<file path="config.mk">
export PLATFORM = sky130hd
export DESIGN_NAME = gpio_pin3_pin4_control
export DESIGN_NICKNAME = d
export VERILOG_FILES = /design/src/core/gpio_ctrl_pkg.sv /design/src/core/gpio_pin3_pin4_control.sv /design/src/core/pin_debounce.sv /design/src/core/pin_driver.sv
export SDC_FILE = /design/constraint.sdc
export NUM_CORES = 1
export LEC_CHECK = 0
export ABC_AREA = 1
export BUFFER_PORTS_ARGS = -buffer_cell sky130_fd_sc_hd__buf_2
export CORE_MARGIN = 3
export CORE_UTILIZATION = 53
export CTS_BUF_LIST = sky130_fd_sc_hd__clkbuf_8
export CTS_CLUSTER_SIZE = 10
export DETAILED_ROUTE_END_ITERATION = 10
export GPL_ROUTABILITY_DRIVEN = 0
export PLACE_DENSITY_LB_ADDON = 0.12
export RECOVER_POWER = 25
export SKIP_LAST_GASP = 1
export SLEW_MARGIN = 20
export SYNTH_ARGS = -nofsm -noshare
export SYNTH_HDL_FRONTEND = slang
export SYNTH_HIERARCHICAL = 1
export SYNTH_SLANG_ARGS = --single-unit
</file>
<file path="constraint.sdc">
create_clock -name clk_i -period 1.35 [get_ports clk_i]
set_input_delay 0.27 -clock clk_i [delete_from_list [all_inputs] [get_ports clk_i]]
set_output_delay 0.27 -clock clk_i [all_outputs]
set_load 0.05 [all_outputs]
</file>
<file path="src/core/gpio_ctrl_pkg.sv">
package gpio_ctrl_pkg;

   // ***********************************************************
   // clock and sizing
   // ***********************************************************
   localparam int CLK_PERIOD_NS = 10;
   localparam int NUM_PINS      = 2;
   localparam int ADDR_W        = 8;
   localparam int DATA_W        = 16;

   // ***********************************************************
   // register map (index 0 is pin 3, index 1 is pin 4)
   // ***********************************************************
   localparam logic [ADDR_W-1:0] PIN_CONTROL_ADDR [NUM_PINS] = '{8'h76, 8'h77};
   localparam logic [ADDR_W-1:0] IRQ_STATUS_ADDR  = 8'h7c;
   localparam logic [ADDR_W-1:0] IRQ_MASK_ADDR    = 8'h7d;
   localparam logic [ADDR_W-1:0] PIN_STATE_ADDR   = 8'h7e;

   localparam logic [DATA_W-1:0] PIN_CONTROL_RESET [NUM_PINS] = '{16'h00a8, 16'h0220};
   localparam logic [DATA_W-1:0] CTRL_WRITE_MASK  = 16'h3fff;

   // ***********************************************************
   // control word fields
   // ***********************************************************
   localparam int FUNC_MSB  = 13;
   localparam int FUNC_LSB  = 8;
   localparam int DIR_BIT   = 7;
   localparam int DRIVE_BIT = 6;
   localparam int POL_BIT   = 5;
   localparam int LVL_BIT   = 4;
   localparam int PD_BIT    = 3;
   localparam int PU_BIT    = 2;
   localparam int TRIG_BIT  = 1;
   localparam int DB_BIT    = 0;

   typedef enum logic [5:0] {
      FN_GPIO_OUT   = 6'h00,
      FN_IRQ_OUT    = 6'h02,
      FN_GPIO_IN    = 6'h03,
      FN_MIC_DETECT = 6'h04,
      FN_MIC_SHORT  = 6'h05,
      FN_LOCK_OUT   = 6'h08,
      FN_LOOP_CLK   = 6'h09
   } func_code_t;

   // ***********************************************************
   // debounce timing
   // ***********************************************************
   localparam int DEBOUNCE_TIME_NS     = 1000000;
   localparam int DEBOUNCE_CYCLES_DFLT = (DEBOUNCE_TIME_NS + CLK_PERIOD_NS - 1) / CLK_PERIOD_NS;

   // true for codes that put a value on the pin
   function automatic logic func_drives(input logic [5:0] code);
      logic res;
      res = 1'b0;
      case (code)
         FN_GPIO_OUT, FN_IRQ_OUT, FN_MIC_DETECT, FN_MIC_SHORT, FN_LOCK_OUT, FN_LOOP_CLK:
            res = 1'b1;
         default:
            res = 1'b0;
      endcase
      return res;
   endfunction

endpackage

</file>
<file path="src/core/gpio_pin3_pin4_control.sv">
// Implementation choice: the address-and-strobe port.
`timescale 1ns/1ps
module gpio_pin3_pin4_control
   import gpio_ctrl_pkg::*;
#(
   parameter int DEBOUNCE_CYCLES = DEBOUNCE_CYCLES_DFLT
)(
   input  wire logic              clk_i,
   input  wire logic              resetn_i,
   input  wire logic [ADDR_W-1:0] addr_i,
   input  wire logic [DATA_W-1:0] wdata_i,
   input  wire logic              wr_i,
   input  wire logic              rd_i,
   output logic [DATA_W-1:0]      rdata_o,
   input  wire logic [1:0]        pin_in_i,
   output logic [1:0]             pin_out_o,
   output logic [1:0]             pin_oe_o,
   output logic [1:0]             pullup_en_o,
   output logic [1:0]             pulldown_en_o,
   input  wire logic              mic_detect_i,
   input  wire logic              mic_short_i,
   input  wire logic              loop_lock_i,
   input  wire logic              loop_clk_i,
   output logic                   irq_o
);

   if (DEBOUNCE_CYCLES < 1)
   begin : g_bad
      $error("gpio_pin3_pin4_control: DEBOUNCE_CYCLES must be at least 1");
   end

   // ***********************************************************
   // state
   // ***********************************************************
   logic [DATA_W-1:0]   ctrl_q [NUM_PINS];
   logic [DATA_W-1:0]   ctrl_d [NUM_PINS];
   logic [NUM_PINS-1:0] status_q;
   logic [NUM_PINS-1:0] status_d;
   logic [NUM_PINS-1:0] mask_q;
   logic [NUM_PINS-1:0] mask_d;
   logic [NUM_PINS-1:0] act_q;
   logic [DATA_W-1:0]   rdata_q;
   logic [DATA_W-1:0]   rdata_d;
   logic                irq_q;
   logic                irq_d;
   logic [NUM_PINS-1:0] deb;
   logic [NUM_PINS-1:0] act;
   logic [NUM_PINS-1:0] event_hit;
   logic [5:0]          func [NUM_PINS];

   // ***********************************************************
   // per pin input path and pin driver
   // ***********************************************************
   for (genvar i = 0; i < NUM_PINS; i++)
   begin : g_pin
      assign func[i] = ctrl_q[i][FUNC_MSB:FUNC_LSB];

      // debounce only when bit 0 is set
      pin_debounce #(.CYCLES(DEBOUNCE_CYCLES)) u_deb (
         .clk_i    (clk_i),
         .resetn_i (resetn_i),
         .enable_i (ctrl_q[i][DB_BIT]),
         .raw_i    (pin_in_i[i]),
         .level_o  (deb[i])
      );

      // polarity and trigger style of the pin event
      assign act[i] = ctrl_q[i][POL_BIT] ? deb[i] : !deb[i];
      assign event_hit[i] = (func[i] == FN_GPIO_IN)
                          && (ctrl_q[i][TRIG_BIT] ? (act[i] && !act_q[i]) : act[i]);

      // routes level, irq, detects and loop signals; reserved idle
      pin_driver u_drv (
         .clk_i        (clk_i),
         .resetn_i     (resetn_i),
         .func_i       (func[i]),
         .dir_in_i     (ctrl_q[i][DIR_BIT]),
         .open_drain_i (ctrl_q[i][DRIVE_BIT]),
         .level_i      (ctrl_q[i][LVL_BIT]),
         .irq_i        (irq_q),
         .mic_detect_i (mic_detect_i),
         .mic_short_i  (mic_short_i),
         .loop_lock_i  (loop_lock_i),
         .loop_clk_i   (loop_clk_i),
         .pin_out_o    (pin_out_o[i]),
         .pin_oe_o     (pin_oe_o[i])
      );

      // pull resistor enables straight from the control flops
      assign pulldown_en_o[i] = ctrl_q[i][PD_BIT];
      assign pullup_en_o[i]   = ctrl_q[i][PU_BIT];
   end

   // ***********************************************************
   // register writes, sticky status, interrupt, read data
   // ***********************************************************
   always_comb
   begin
      for (int i = 0; i < NUM_PINS; i++)
      begin
         ctrl_d[i] = ctrl_q[i];
         if (wr_i && addr_i == PIN_CONTROL_ADDR[i])
         begin
            ctrl_d[i] = wdata_i & CTRL_WRITE_MASK;
         end
      end
      mask_d = mask_q;
      if (wr_i && addr_i == IRQ_MASK_ADDR)
      begin
         mask_d = wdata_i[NUM_PINS-1:0];
      end
      // write one clears; a new event wins over the clear
      status_d = status_q;
      if (wr_i && addr_i == IRQ_STATUS_ADDR)
      begin
         status_d = status_q & ~wdata_i[NUM_PINS-1:0];
      end
      status_d = status_d | event_hit;
      irq_d    = |(status_d & mask_d);
      rdata_d  = '0;
      if (rd_i)
      begin
         if (addr_i == PIN_CONTROL_ADDR[0])
         begin
            rdata_d = ctrl_q[0];
         end
         else if (addr_i == PIN_CONTROL_ADDR[1])
         begin
            rdata_d = ctrl_q[1];
         end
         else if (addr_i == IRQ_STATUS_ADDR)
         begin
            rdata_d = {{(DATA_W-NUM_PINS){1'b0}}, status_q};
         end
         else if (addr_i == IRQ_MASK_ADDR)
         begin
            rdata_d = {{(DATA_W-NUM_PINS){1'b0}}, mask_q};
         end
         else if (addr_i == PIN_STATE_ADDR)
         begin
            rdata_d = {{(DATA_W-NUM_PINS){1'b0}}, act};
         end
      end
   end

   always_ff @(posedge clk_i or negedge resetn_i)
   begin
      if (!resetn_i)
      begin
         ctrl_q[0] <= PIN_CONTROL_RESET[0];
         ctrl_q[1] <= PIN_CONTROL_RESET[1];
         status_q  <= '0;
         mask_q    <= '0;
         act_q     <= '0;
         rdata_q   <= '0;
         irq_q     <= 1'b0;
      end
      else
      begin
         ctrl_q    <= ctrl_d;
         status_q  <= status_d;
         mask_q    <= mask_d;
         act_q     <= act;
         rdata_q   <= rdata_d;
         irq_q     <= irq_d;
      end
   end

   assign rdata_o = rdata_q;
   assign irq_o   = irq_q;

   logic seen_q;

   // low only in the first cycle after reset
   always_ff @(posedge clk_i or negedge resetn_i)
   begin
      if (!resetn_i)
      begin
         seen_q <= 1'b0;
      end
      else
      begin
         seen_q <= 1'b1;
      end
   end
endmodule

</file>
<file path="src/core/pin_debounce.sv">
`timescale 1ns/1ps
module pin_debounce
   import gpio_ctrl_pkg::*;
#(
   parameter int CYCLES = DEBOUNCE_CYCLES_DFLT
)(
   input  wire logic clk_i,
   input  wire logic resetn_i,
   input  wire logic enable_i,
   input  wire logic raw_i,
   output logic      level_o
);
   localparam int CNT_W = $clog2(CYCLES + 1);

   if (CYCLES < 1)
   begin : g_bad
      $error("pin_debounce: CYCLES must be at least 1");
   end

   logic [CNT_W-1:0] cnt_q;
   logic [CNT_W-1:0] cnt_d;
   logic             level_q;
   logic             level_d;

   // bypass when disabled, else accept a level only once stable
   always_comb
   begin
      cnt_d   = '0;
      level_d = level_q;
      if (!enable_i)
      begin
         level_d = raw_i;
      end
      else if (raw_i != level_q)
      begin
         if (cnt_q == CNT_W'(CYCLES - 1))
         begin
            level_d = raw_i;
         end
         else
         begin
            cnt_d = cnt_q + CNT_W'(1);
         end
      end
   end

   always_ff @(posedge clk_i or negedge resetn_i)
   begin
      if (!resetn_i)
      begin
         cnt_q   <= '0;
         level_q <= 1'b0;
      end
      else
      begin
         cnt_q   <= cnt_d;
         level_q <= level_d;
      end
   end

   assign level_o = level_q;
endmodule

</file>
<file path="src/core/pin_driver.sv">
`timescale 1ns/1ps
module pin_driver
   import gpio_ctrl_pkg::*;
(
   input  wire logic       clk_i,
   input  wire logic       resetn_i,
   input  wire logic [5:0] func_i,
   input  wire logic       dir_in_i,
   input  wire logic       open_drain_i,
   input  wire logic       level_i,
   input  wire logic       irq_i,
   input  wire logic       mic_detect_i,
   input  wire logic       mic_short_i,
   input  wire logic       loop_lock_i,
   input  wire logic       loop_clk_i,
   output logic            pin_out_o,
   output logic            pin_oe_o
);
   logic out_q;
   logic out_d;
   logic oe_q;
   logic oe_d;
   logic value;
   logic enable;

   // pick the source for the selected function
   always_comb
   begin
      case (func_i)
         FN_GPIO_OUT:   value = level_i;
         FN_IRQ_OUT:    value = irq_i;
         FN_MIC_DETECT: value = mic_detect_i;
         FN_MIC_SHORT:  value = mic_short_i;
         FN_LOCK_OUT:   value = loop_lock_i;
         FN_LOOP_CLK:   value = loop_clk_i;
         default:       value = 1'b0;
      endcase
      enable = func_drives(func_i) && !dir_in_i;
      // open drain only ever pulls low
      out_d  = enable && !open_drain_i && value;
      oe_d   = enable && (!open_drain_i || !value);
   end

   always_ff @(posedge clk_i or negedge resetn_i)
   begin
      if (!resetn_i)
      begin
         out_q <= 1'b0;
         oe_q  <= 1'b0;
      end
      else
      begin
         out_q <= out_d;
         oe_q  <= oe_d;
      end
   end

   assign pin_out_o = out_q;
   assign pin_oe_o  = oe_q;
endmodule

</file>
==> impl_metrics.env, run 1 <==
export IMPL_routed_wl_mm=11.2
export IMPL_clk_latency_ps=360
export IMPL_ys_types=36
export IMPL_hold_path_depth=3
export IMPL_ioPinCount=59
export IMPL_violations="negative setup slack"
export IMPL_min_to="g_pin[1].u_deb/level_o$_DFFE_PN0P_"
export IMPL_reg2regPathDepth=7
export IMPL_hold_violations=0
export IMPL_htreeDepth=3
export IMPL_start_util_pct=55.1
export IMPL_timing_rr_end="g_pin[1].u_drv/pin_oe_o$_DFF_PN0_"
export IMPL_rows=34
export IMPL_worstMarginPinSlew_ps=528
export IMPL_vias_per_cell=5.18
export IMPL_hold_start="pin_in_i[1]"
export IMPL_core_mm2=0.00885
export IMPL_slew_limit_headroom_pct=64.8
export IMPL_diodes=0
export IMPL_synthSimpleGateAreaFrac_pct=34.0
export IMPL_synth_compound_gate_area_share_pct=9.00
export IMPL_arrival_ps=1660
export IMPL_r2r_slack_ps=-60
export IMPL_max_stage_delay_ps=630
export IMPL_cp_common_cell="nor2_1"
export IMPL_die_height_um=102
export IMPL_path_delay_family="flip-flops"
export IMPL_rsz0062_at_grt="yes"
export IMPL_cts_root_buf="clkbuf_8"
export IMPL_cts_buffers=9
export IMPL_area_growth_pct=20.0
export IMPL_syn_area_mm2=0.00488
export IMPL_die_area_mm2=0.0104
export IMPL_worstPathRequired_ps=1590
export IMPL_grt_pass1_wl_mm=18.2
export IMPL_cp_end_kind="register"
export IMPL_power_w=0.00518
export IMPL_cts_path_max_buffers=2
export IMPL_antenna_found_initial=0
export IMPL_clock_sinks=89
export IMPL_synth_cells=606
export IMPL_finalSetupTns_ps=-62.0
export IMPL_finClkSkew_ps=9.44
export IMPL_cts_tree="built"
export IMPL_slew_violations=0
export IMPL_post_drt_wl_per_cell_um=13.8
export IMPL_synth_top_family_by_area="simple AND/OR/NAND/NOR gates"
export IMPL_status="complete, but fails checks"
export IMPL_fin_ws_ps=-62.0
export IMPL_grt_util_all_layers_pct=22.0
export IMPL_syn_avg_cell_area_um2=8.05
export IMPL_p_leak_nw=2.72
export IMPL_setup_violations=1
export IMPL_ir_worst_vdd_uv=581
export IMPL_synthMuxAreaShare_pct=0
export IMPL_dr_pass1_iters=5
export IMPL_drive_above_1_share_pct=33.1
export IMPL_stdcell_area_mm2=0.00585
export IMPL_final_net_count=729
export IMPL_critPathKind="register to register"
export IMPL_cp_num_buf_inv=1
export IMPL_timing_rr_start="ctrl_q[9]$_DFFE_PN1P_"
export IMPL_crit_fanout=5
export IMPL_place_hpwl_mm=7.73
export IMPL_cellPowerDensity_mw_per_mm2=885
export IMPL_yosys_register_bits=89
export IMPL_hold_path_class="input pin to register"
export IMPL_drc_errors=0
export IMPL_placed_cell_area_mm2=0.00532
export IMPL_crit_chain="inv_4, nor2_4, nand4_1, nand2_2, nor2_1, nor2_1, nor2_1"
export IMPL_fin_crit_sh_pct=105
export IMPL_yosys_area_share_adder_pct=0.513
export IMPL_ant_nets=0
export IMPL_grt_pass1_vias=4004
export IMPL_path_clk_slew_ps=100
export IMPL_synth_xor_area_share_pct=2.51
export IMPL_die_w_um=102
export IMPL_cp_slowest_cell="dfstp_2"
export IMPL_final_core_util_pct=66.1
export IMPL_worst_setup_path_start_kind="register"
export IMPL_min_period_ps=1410
export IMPL_drv_cap=0
export IMPL_synth_seq_area_share_pct=45.8
export IMPL_route_vias_total=4176
export IMPL_fmax_mhz=708
export IMPL_drt_iter0_markers=139
export IMPL_port_buffers=54
export IMPL_grt_ovfl_total=0
export IMPL_ys_warn_count=6
export IMPL_grt_start_max_net_pins=41
==> metrics by stage <==
step / setup slack [ps] / cells / hold WS (ps)
final: -62.0 / 806 / 136
after floorplan: 68.0 / 607 / -25.6
after detailed placement: -90.4 / 772 / 173
after global routing: -137 / 806 / 125
after global placement: -43.3 / 772 / 166
after CTS: -15.5 / 795 / 123
==> where the power goes <==
group | internal [W] | total, W | switching (W)
clock network | 0.000738 | 0.00172 | 0.000982
registers | 0.00275 | 0.00283 | 0.0000784
logic | 0.000205 | 0.000631 | 0.000426
total | 0.00369 | 0.00518 | 0.00149
==> final cells by class <==
class                           instances  area [um^2]
Timing Repair Buffer                   90          607
Multi-Input combinational cell        438         2430
Clock buffer                           10          138
Clock inverter                          6         50.0
Sequential cell                        89         2240
Inverter                               65          246
Tap cell                              108          135
Fill cell                             755         3000
==> cells in the mapped netlist <==
| library cell | count | area [um^2] |
|---|---|---|
| o2111ai_1 | 2 | 17.5 |
| buf_1 | 1 | 3.75 |
| inv_2 | 6 | 22.5 |
| or2_2 | 2 | 12.5 |
| nor3_1 | 4 | 20.0 |
| nor2_2 | 32 | 200 |
| nor3_4 | 1 | 16.3 |
| o21bai_2 | 2 | 22.5 |
| or2_0 | 1 | 6.26 |
| clkbuf_1 | 1 | 3.75 |
| inv_1 | 59 | 221 |
| nor3_2 | 1 | 10.0 |
| nor2_1 | 65 | 244 |
| nand2_2 | 5 | 31.3 |
| buf_4 | 7 | 52.6 |
| o21ai_2 | 25 | 219 |
| o21ai_0 | 3 | 15.0 |
| o21ai_1 | 6 | 30.0 |
| buf_12 | 2 | 40.0 |
| xor2_1 | 10 | 87.6 |
| buf_6 | 4 | 45.0 |
| nand3_4 | 2 | 35.0 |
| dfrtp_1 | 84 | 2100 |
| ha_1 | 2 | 25.0 |
| dfstp_2 | 5 | 131 |
| nor2_4 | 5 | 56.3 |
| a21oi_1 | 15 | 75.1 |
| nand2_4 | 4 | 45.0 |
| nand4_1 | 17 | 106 |
| conb_1 | 1 | 3.75 |
| nand2_1 | 178 | 668 |
| xnor2_1 | 4 | 35.0 |
| buf_2 | 1 | 5.00 |
| and2_1 | 2 | 12.5 |
| o21bai_1 | 8 | 60.1 |
| nand3_1 | 39 | 195 |
==> worst max-delay path by stage <==
| stage | startpoint | to | slack (ps) | cells after the start |
|---|---|---|---|---|
| global route | ctrl_q[9]$_DFFE_PN1P_ | g_pin[1].u_drv/pin_oe_o$_DFF_PN0_ | -140 | 7 |
| finish | ctrl_q[9]$_DFFE_PN1P_ | g_pin[1].u_drv/pin_oe_o$_DFF_PN0_ | -60 | 7 |
| global placement | addr_i[7] | rdata_o[2]$_DFF_PN0_ | -40 | 9 |
| detailed placement | g_pin[1].u_deb/cnt_q[0]$_DFF_PN0_ | g_pin[1].u_deb/cnt_q[1]$_DFF_PN0_ | -90 | 6 |
| CTS | pulldown_en_o[0]$_DFFE_PN1P_ | pulldown_en_o[0] | -20 | 1 |
| floorplan | g_pin[0].u_deb/cnt_q[0]$_DFF_PN0_ | g_pin[0].u_deb/cnt_q[7]$_DFF_PN0_ | 70 | 7 |
==> per-layer routing <==
layer / track usage (%) / wire length (um) / share of wire, % / vias up
li1: - / - / - / 2088
met1: 27.8 / 4710 / 42 / 1973
met2: 38.4 / 5800 / 52 / 99
met3: 4.10 / 472 / 4.2 / 16
met4: 7.06 / 178 / 1.6 / 0
met5: 0 / 0 / 0 / -
==> sequential cells by signal (all words and copies together), names as in the netlist <==
| signal | flops |
|---|---|
| status_q | 2 |
| act_q | 2 |
| irq_o | 1 |
| rdata_o | 14 |
| g_pin.u_drv/pin_out_o | 2 |
| g_pin.u_deb/level_o | 2 |
| g_pin.u_drv/pin_oe_o | 2 |
| mask_q | 2 |
| pulldown_en_o | 2 |
| g_pin.u_deb/cnt_q | 34 |
| pullup_en_o | 2 |
| ctrl_q | 24 |
==> timing repair <==
action | CTS | global route
buffers inserted | 5 | 11
endpoints found under the hold margin | 14 | 0
setup endpoints to repair | 38 | 44
gates cloned | 1 | 0
hold buffers | 1 | 0
resized for setup | 9 | 50
pin swaps | 1 | 12
==> worst reg2reg max path: stages, from the launching register on <==
cell,delay [ps]
dfstp_2,630
inv_4,70
nor2_4,100
nand4_1,120
nand2_2,130
nor2_1,50
nor2_1,110
nor2_1,70
==> cell families after synthesis <==
| group | Yosys count |
|---|---|
| other cells | 1 |
| buf+inv | 81 |
| xor+xnor | 14 |
| fa+ha+maj | 2 |
| flops | 89 |
| compound gates | 61 |
| simple gates | 358 |
==> cells in the final DEF, fill, tap and decap left out, types with 6 or more instances in the layout <==
| master | Yosys | layout |
|---|---|---|
| buf_4 | 7 | 30 |
| inv_2 | 6 | 10 |
| nand3_1 | 39 | 34 |
| o21ai_2 | 25 | 26 |
| nand2_4 | 4 | 7 |
| nor2_4 | 5 | 11 |
| nor2_2 | 32 | 34 |
| nand4_1 | 17 | 17 |
| a21oi_1 | 15 | 14 |
| dfrtp_1 | 84 | 78 |
| o21bai_1 | 8 | 8 |
| nand2_2 | 5 | 7 |
| clkbuf_8 | 0 | 10 |
| buf_2 | 1 | 50 |
| nand2_1 | 178 | 173 |
| dfrtp_2 | 0 | 6 |
| o21ai_1 | 6 | 6 |
| xor2_1 | 10 | 9 |
| nor2_1 | 65 | 57 |
| inv_1 | 59 | 54 |
Power figures use the tool's default switching activity.
==> run 2, diff against run 1 <==
ABC_AREA = default   (was 1)
CORE_UTILIZATION = 52   (was 53)
CTS_BUF_LIST = default   (was sky130_fd_sc_hd__clkbuf_8)
SYNTH_HIERARCHICAL = default   (was 1)
==> impl_metrics.env, run 2 <==
export IMPL_largest_register_ffs=34
export IMPL_htreeDepth=3
export IMPL_grt_util_all_layers_pct=22.0
export IMPL_yosys_register_bits=89
export IMPL_antenna_found_initial=0
export IMPL_finClkSkew_ps=10.6
export IMPL_power_w=0.00550
export IMPL_synth_edf_count=0
export IMPL_cts_tree="built"
export IMPL_rows=33
export IMPL_worstMarginPinSlew_ps=514
export IMPL_core_mm2=0.00826
export IMPL_synth_top_area_cell="dfrtp_1"
export IMPL_finalSetupTns_ps=-2130
export IMPL_synth_main_ff_cell="dfrtp_1"
export IMPL_status="complete, but fails checks"
export IMPL_setup_violations=39
export IMPL_clk_latency_ps=360
export IMPL_hold_path_class="input pin to register"
export IMPL_worstPathRequired_ps=1600
export IMPL_path_clk_slew_ps=90
export IMPL_fmax_mhz=666
export IMPL_drv_cap=0
export IMPL_drt_iter0_markers=127
export IMPL_ys_types=60
export IMPL_yosys_area_top_type_share_pct=47.1
export IMPL_final_net_count=564
export IMPL_dr_pass1_iters=4
export IMPL_route_vias_total=3496
export IMPL_cellPowerDensity_mw_per_mm2=912
export IMPL_die_w_um=98.6
export IMPL_drc_errors=0
export IMPL_placed_cell_area_mm2=0.00549
export IMPL_worst_setup_path_start_kind="register"
export IMPL_arrival_ps=1750
export IMPL_syn_avg_cell_area_um2=11.6
export IMPL_grt_pass1_vias=3563
export IMPL_rsz0062_at_grt="yes"
export IMPL_slew_violations=0
export IMPL_grt_pass1_wl_mm=17.2
export IMPL_vias_per_cell=5.48
export IMPL_ioPinCount=59
export IMPL_clock_sinks=89
export IMPL_critPathKind="register to register"
export IMPL_cts_path_max_buffers=2
export IMPL_place_hpwl_mm=7.31
export IMPL_ys_warn_count=0
export IMPL_stdcell_area_mm2=0.00602
export IMPL_cp_end_kind="register"
export IMPL_cts_buffers=9
export IMPL_min_period_ps=1500
export IMPL_crit_fanout=5
export IMPL_grt_start_max_net_pins=41
export IMPL_synth_top_cells_by_count="84 x dfrtp_1, 35 x nor2_1, 20 x xor2_1"
export IMPL_synth_area_leaders="dfrtp_1 47%, mux2_4 6.4%, xor2_1 3.9%, dfstp_2 2.9%, nor2_1 2.9%"
export IMPL_synth_async_reset_ratio_pct=100
export IMPL_ir_worst_vdd_uv=445
export IMPL_start_util_pct=54.0
export IMPL_hold_violations=0
export IMPL_cts_root_buf="clkbuf_8"
export IMPL_place_inst=611
export IMPL_final_cell_mix="88 x buf_4, 74 x dfrtp_1, 52 x buf_2"
export IMPL_fill_cells=588
export IMPL_yosysMostFrequentCell="dfrtp_1"
export IMPL_post_drt_wl_per_cell_um=16.6
export IMPL_fin_crit_sh_pct=111
export IMPL_top_register="g_pin.u_deb.cnt_q"
export IMPL_grt_ovfl_total=0
export IMPL_die_height_um=98.6
export IMPL_routed_wl_mm=10.6
export IMPL_p_leak_nw=2.81
export IMPL_final_common_cell="buf_4"
export IMPL_fin_ws_ps=-151
export IMPL_synth_cells=383
export IMPL_violations="negative setup slack"
export IMPL_slew_limit_headroom_pct=65.8
export IMPL_die_area_mm2=0.00973
export IMPL_synth_seq_area_share_pct=50.1
export IMPL_syn_area_mm2=0.00446
export IMPL_port_buffers=54
export IMPL_ant_nets=0
export IMPL_diodes=0
export IMPL_final_cells=638
export IMPL_drive_above_1_share_pct=50.7
export IMPL_area_growth_pct=35.0
run 2: cell families after synthesis:
group	count (synthesis)	synth area share [%]
AOI/OAI and AO/OA	46	7.18
xor gates and xnor gates	30	5.89
adders and majority gates	2	0.561
buffers and inverters	35	4.85
DFF	89	50.1
muxes	37	10.7
other	1	0.0840
and+or+nand+nor	143	20.6
run 2: path summary, 6_finish.rpt:
| kind | slack (ps) | from | to | cells past startpoint |
|---|---|---|---|---|
| min in group asynchronous | 410 | resetn_i | g_pin[0].u_drv.pin_oe_o$_DFF_PN0_ | 2 |
| worst min-delay path | 150 | wdata_i[4] | ctrl_q[20]$_DFFE_PN0P_ | 2 |
| max in group asynchronous | 170 | resetn_i | pulldown_en_o[0]$_DFFE_PN1P_ | 3 |
| worst min register to register | 500 | ctrl_q[6]$_DFFE_PN0P_ | g_pin[1].u_drv.pin_out_o$_DFF_PN0_ | 1 |
| worst max-delay path | -150 | ctrl_q[10]$_DFFE_PN0P_ | g_pin[1].u_drv.pin_out_o$_DFF_PN0_ | 4 |
| worst max register to register | -150 | ctrl_q[10]$_DFFE_PN0P_ | g_pin[1].u_drv.pin_out_o$_DFF_PN0_ | 4 |
run 2: layout make-up:
| class | instances | area [um^2] | area share [%] |
|---|---|---|---|
| multi-input cells | 260 | 2250 | 37.4 |
| flip-flops and latches | 89 | 2250 | 37.3 |
| repair buffers | 157 | 1130 | 18.7 |
| clock buffers | 12 | 145 | 2.41 |
| well taps | 105 | 131 | 2.18 |
| clock inverters | 4 | 76.3 | 1.27 |
| inverters | 11 | 41.3 | 0.686 |
run 2: metal layers:
| metal | global-route usage [%] | part of all wire (%) | up-vias |
|---|---|---|---|
| li1 | - | - | 1650 |
| met1 | 29.5 | 45 | 1754 |
| met2 | 36.7 | 50 | 77 |
| met3 | 3.89 | 3.6 | 15 |
| met4 | 6.41 | 1.4 | 0 |
| met5 | 0 | 0 | - |
run 2: where the power goes:
part / total [W] / internal (W) / switching [W]
Combinational: 0.000630 / 0.000279 / 0.000350
Sequential: 0.00281 / 0.00275 / 0.0000631
Clock: 0.00206 / 0.00110 / 0.000958
run 2: stage by stage:
stage / worst slack [ps] / util, % / hold slack, ps
4_1_cts: -144 / 70.6 / 144
2_1_floorplan: -156 / - / -25.6
3_3_place_gp: -141 / 66.5 / 167
5_1_grt: -245 / 72.9 / 140
3_5_place_dp: -202 / 66.5 / 170
6_report: -151 / 72.9 / 152
run 2: worst max-delay path, cell delays in order, from the launching register on:
cell and delay [ps]:
dfrtp_2 420, mux2i_1 190, mux2i_1 80, or4_4 410
nor4bb_1 280
run 2: what timing repair did:
action	4_1_cts	5_1_grt
endpoints found under the setup margin	44	44
gates resized for setup	26	41
hold buffers	1	0
setup buffers	4	5
cloned	0	1
pin swaps	13	22
hold endpoints to repair	15	0
==> run 3, diff against run 2 <==
RECOVER_POWER = 100   (was 25)
SETUP_SLACK_MARGIN = 0.4   (was default)
==> impl_metrics.env, run 3 (synthesis results as in run 2) <==
export IMPL_status="complete, but fails checks"
export IMPL_violations="negative setup slack"
export IMPL_worst_setup_path_start_kind="register"
export IMPL_finalSetupTns_ps=-8500
export IMPL_grt_pass1_wl_mm=17.8
export IMPL_path_clk_slew_ps=100
export IMPL_final_cells=660
export IMPL_ir_worst_vdd_uv=488
export IMPL_grt_ovfl_total=0
export IMPL_antenna_found_initial=0
export IMPL_cts_path_max_buffers=2
export IMPL_grt_util_all_layers_pct=22.9
export IMPL_clk_latency_ps=360
export IMPL_min_period_ps=1600
export IMPL_dr_pass1_iters=4
export IMPL_ioPinCount=59
export IMPL_core_mm2=0.00826
export IMPL_finClkSkew_ps=11.6
export IMPL_worstMarginPinSlew_ps=1020
export IMPL_cts_root_buf="clkbuf_8"
export IMPL_drv_cap=0
export IMPL_diodes=0
export IMPL_final_common_cell="buf_4"
export IMPL_setup_violations=72
export IMPL_htreeDepth=3
export IMPL_p_leak_nw=3.02
export IMPL_final_cell_mix="101 x buf_4, 79 x dfrtp_1, 32 x buf_6"
export IMPL_crit_fanout=4
export IMPL_slew_violations=0
export IMPL_die_area_mm2=0.00973
export IMPL_die_height_um=98.6
export IMPL_worstPathRequired_ps=1600
export IMPL_start_util_pct=54.0
export IMPL_arrival_ps=1850
export IMPL_final_net_count=586
export IMPL_place_inst=608
export IMPL_pre_cts_ws_ps=-210
export IMPL_rows=33
export IMPL_ant_nets=0
export IMPL_port_buffers=54
export IMPL_fill_cells=516
export IMPL_post_drt_wl_per_cell_um=17.5
export IMPL_route_vias_total=3664
export IMPL_largest_register_ffs=34
export IMPL_fin_ws_ps=-246
export IMPL_clock_sinks=89
export IMPL_area_growth_pct=44.3
export IMPL_drc_errors=0
export IMPL_cts_tree="built"
export IMPL_routed_wl_mm=11.6
export IMPL_slew_limit_headroom_pct=32.1
export IMPL_rsz0062_at_grt="yes"
export IMPL_cts_buffers=9
export IMPL_seq_area_mm2=0.00224
export IMPL_grt_start_max_net_pins=32
export IMPL_critPathKind="register to register"
export IMPL_grt_pass1_vias=3706
export IMPL_die_w_um=98.6
export IMPL_fmax_mhz=627
export IMPL_cellPowerDensity_mw_per_mm2=877
export IMPL_top_register="g_pin.u_deb.cnt_q"
export IMPL_hold_path_class="input pin to register"
export IMPL_place_hpwl_mm=6.92
export IMPL_drive_above_1_share_pct=54.2
export IMPL_vias_per_cell=5.55
export IMPL_hold_violations=0
export IMPL_cp_end_kind="register"
export IMPL_drt_iter0_markers=137
export IMPL_multi_input_area_mm2=0.00223
export IMPL_fin_crit_sh_pct=118
[run 3: what timing repair did]
| item | in CTS | in global routing |
|---|---|---|
| cloned | 3 | 1 |
| pin swaps | 21 | 17 |
| endpoints found under the hold margin | 12 | 0 |
| setup endpoints to repair | 108 | 110 |
| hold buffers | 1 | 0 |
| buffers inserted | 21 | 10 |
| resized for setup | 79 | 41 |
[run 3: per-stage QoR]
stage | instance area (um^2) | utilization (%) | hold slack [ps] | power (W)
after global placement | 5560 | 67.4 | 150 | 0.00345
after detailed placement | 5560 | 67.4 | 150 | 0.00347
after global routing | 6440 | 77.9 | 126 | 0.00586
after floorplan | 4620 | - | -25.6 | 0.00321
after CTS | 6270 | 76.0 | 128 | 0.00564
final | 6440 | 77.9 | 142 | 0.00565
[run 3: report_power, final]
part | internal (W) | switching (W) | total (W)
Sequential | 0.00274 | 0.0000716 | 0.00282
Clock | 0.00106 | 0.00102 | 0.00208
Combinational | 0.000363 | 0.000385 | 0.000748
[run 3: worst paths after layout]
path | start | slack (ps) | to | depth (start not counted)
worst min-delay path | wdata_i[10] | 140 | ctrl_q[10]$_DFFE_PN0P_ | 2
min in group asynchronous | resetn_i | 600 | g_pin[0].u_deb.cnt_q[14]$_DFF_PN0_ | 2
worst max register to register | g_pin[0].u_deb.cnt_q[6]$_DFF_PN0_ | -250 | g_pin[0].u_deb.cnt_q[8]$_DFF_PN0_ | 6
worst min register to register | ctrl_q[6]$_DFFE_PN0P_ | 540 | g_pin[1].u_drv.pin_out_o$_DFF_PN0_ | 1
max in group asynchronous | resetn_i | -80 | ctrl_q[23]$_DFFE_PN1P_ | 3
worst max-delay path | g_pin[0].u_deb.cnt_q[6]$_DFF_PN0_ | -250 | g_pin[0].u_deb.cnt_q[8]$_DFF_PN0_ | 6
[run 3: cell type report]
type	instances	area share, %
inverters	11	0.642
well taps	105	2.04
flip-flops and latches	89	34.8
repair buffers	179	24.3
clock buffers	9	1.92
clock inverters	7	1.56
multi-input cells	260	34.7
[run 3: worst max-delay path: stages, from the launching register on]
cell,delay [ps]
dfrtp_1,390
nor4bb_1,360
nand4_1,250
nand3_2,190
buf_6,140
clkbuf_16,140
nor2_2,40
[run 3: metal layers]
layer	wire length [um]	global-route usage (%)
met4	157	7.14
met2	5810	38.0
met3	490	4.10
met1	5120	30.9
met5	0	0
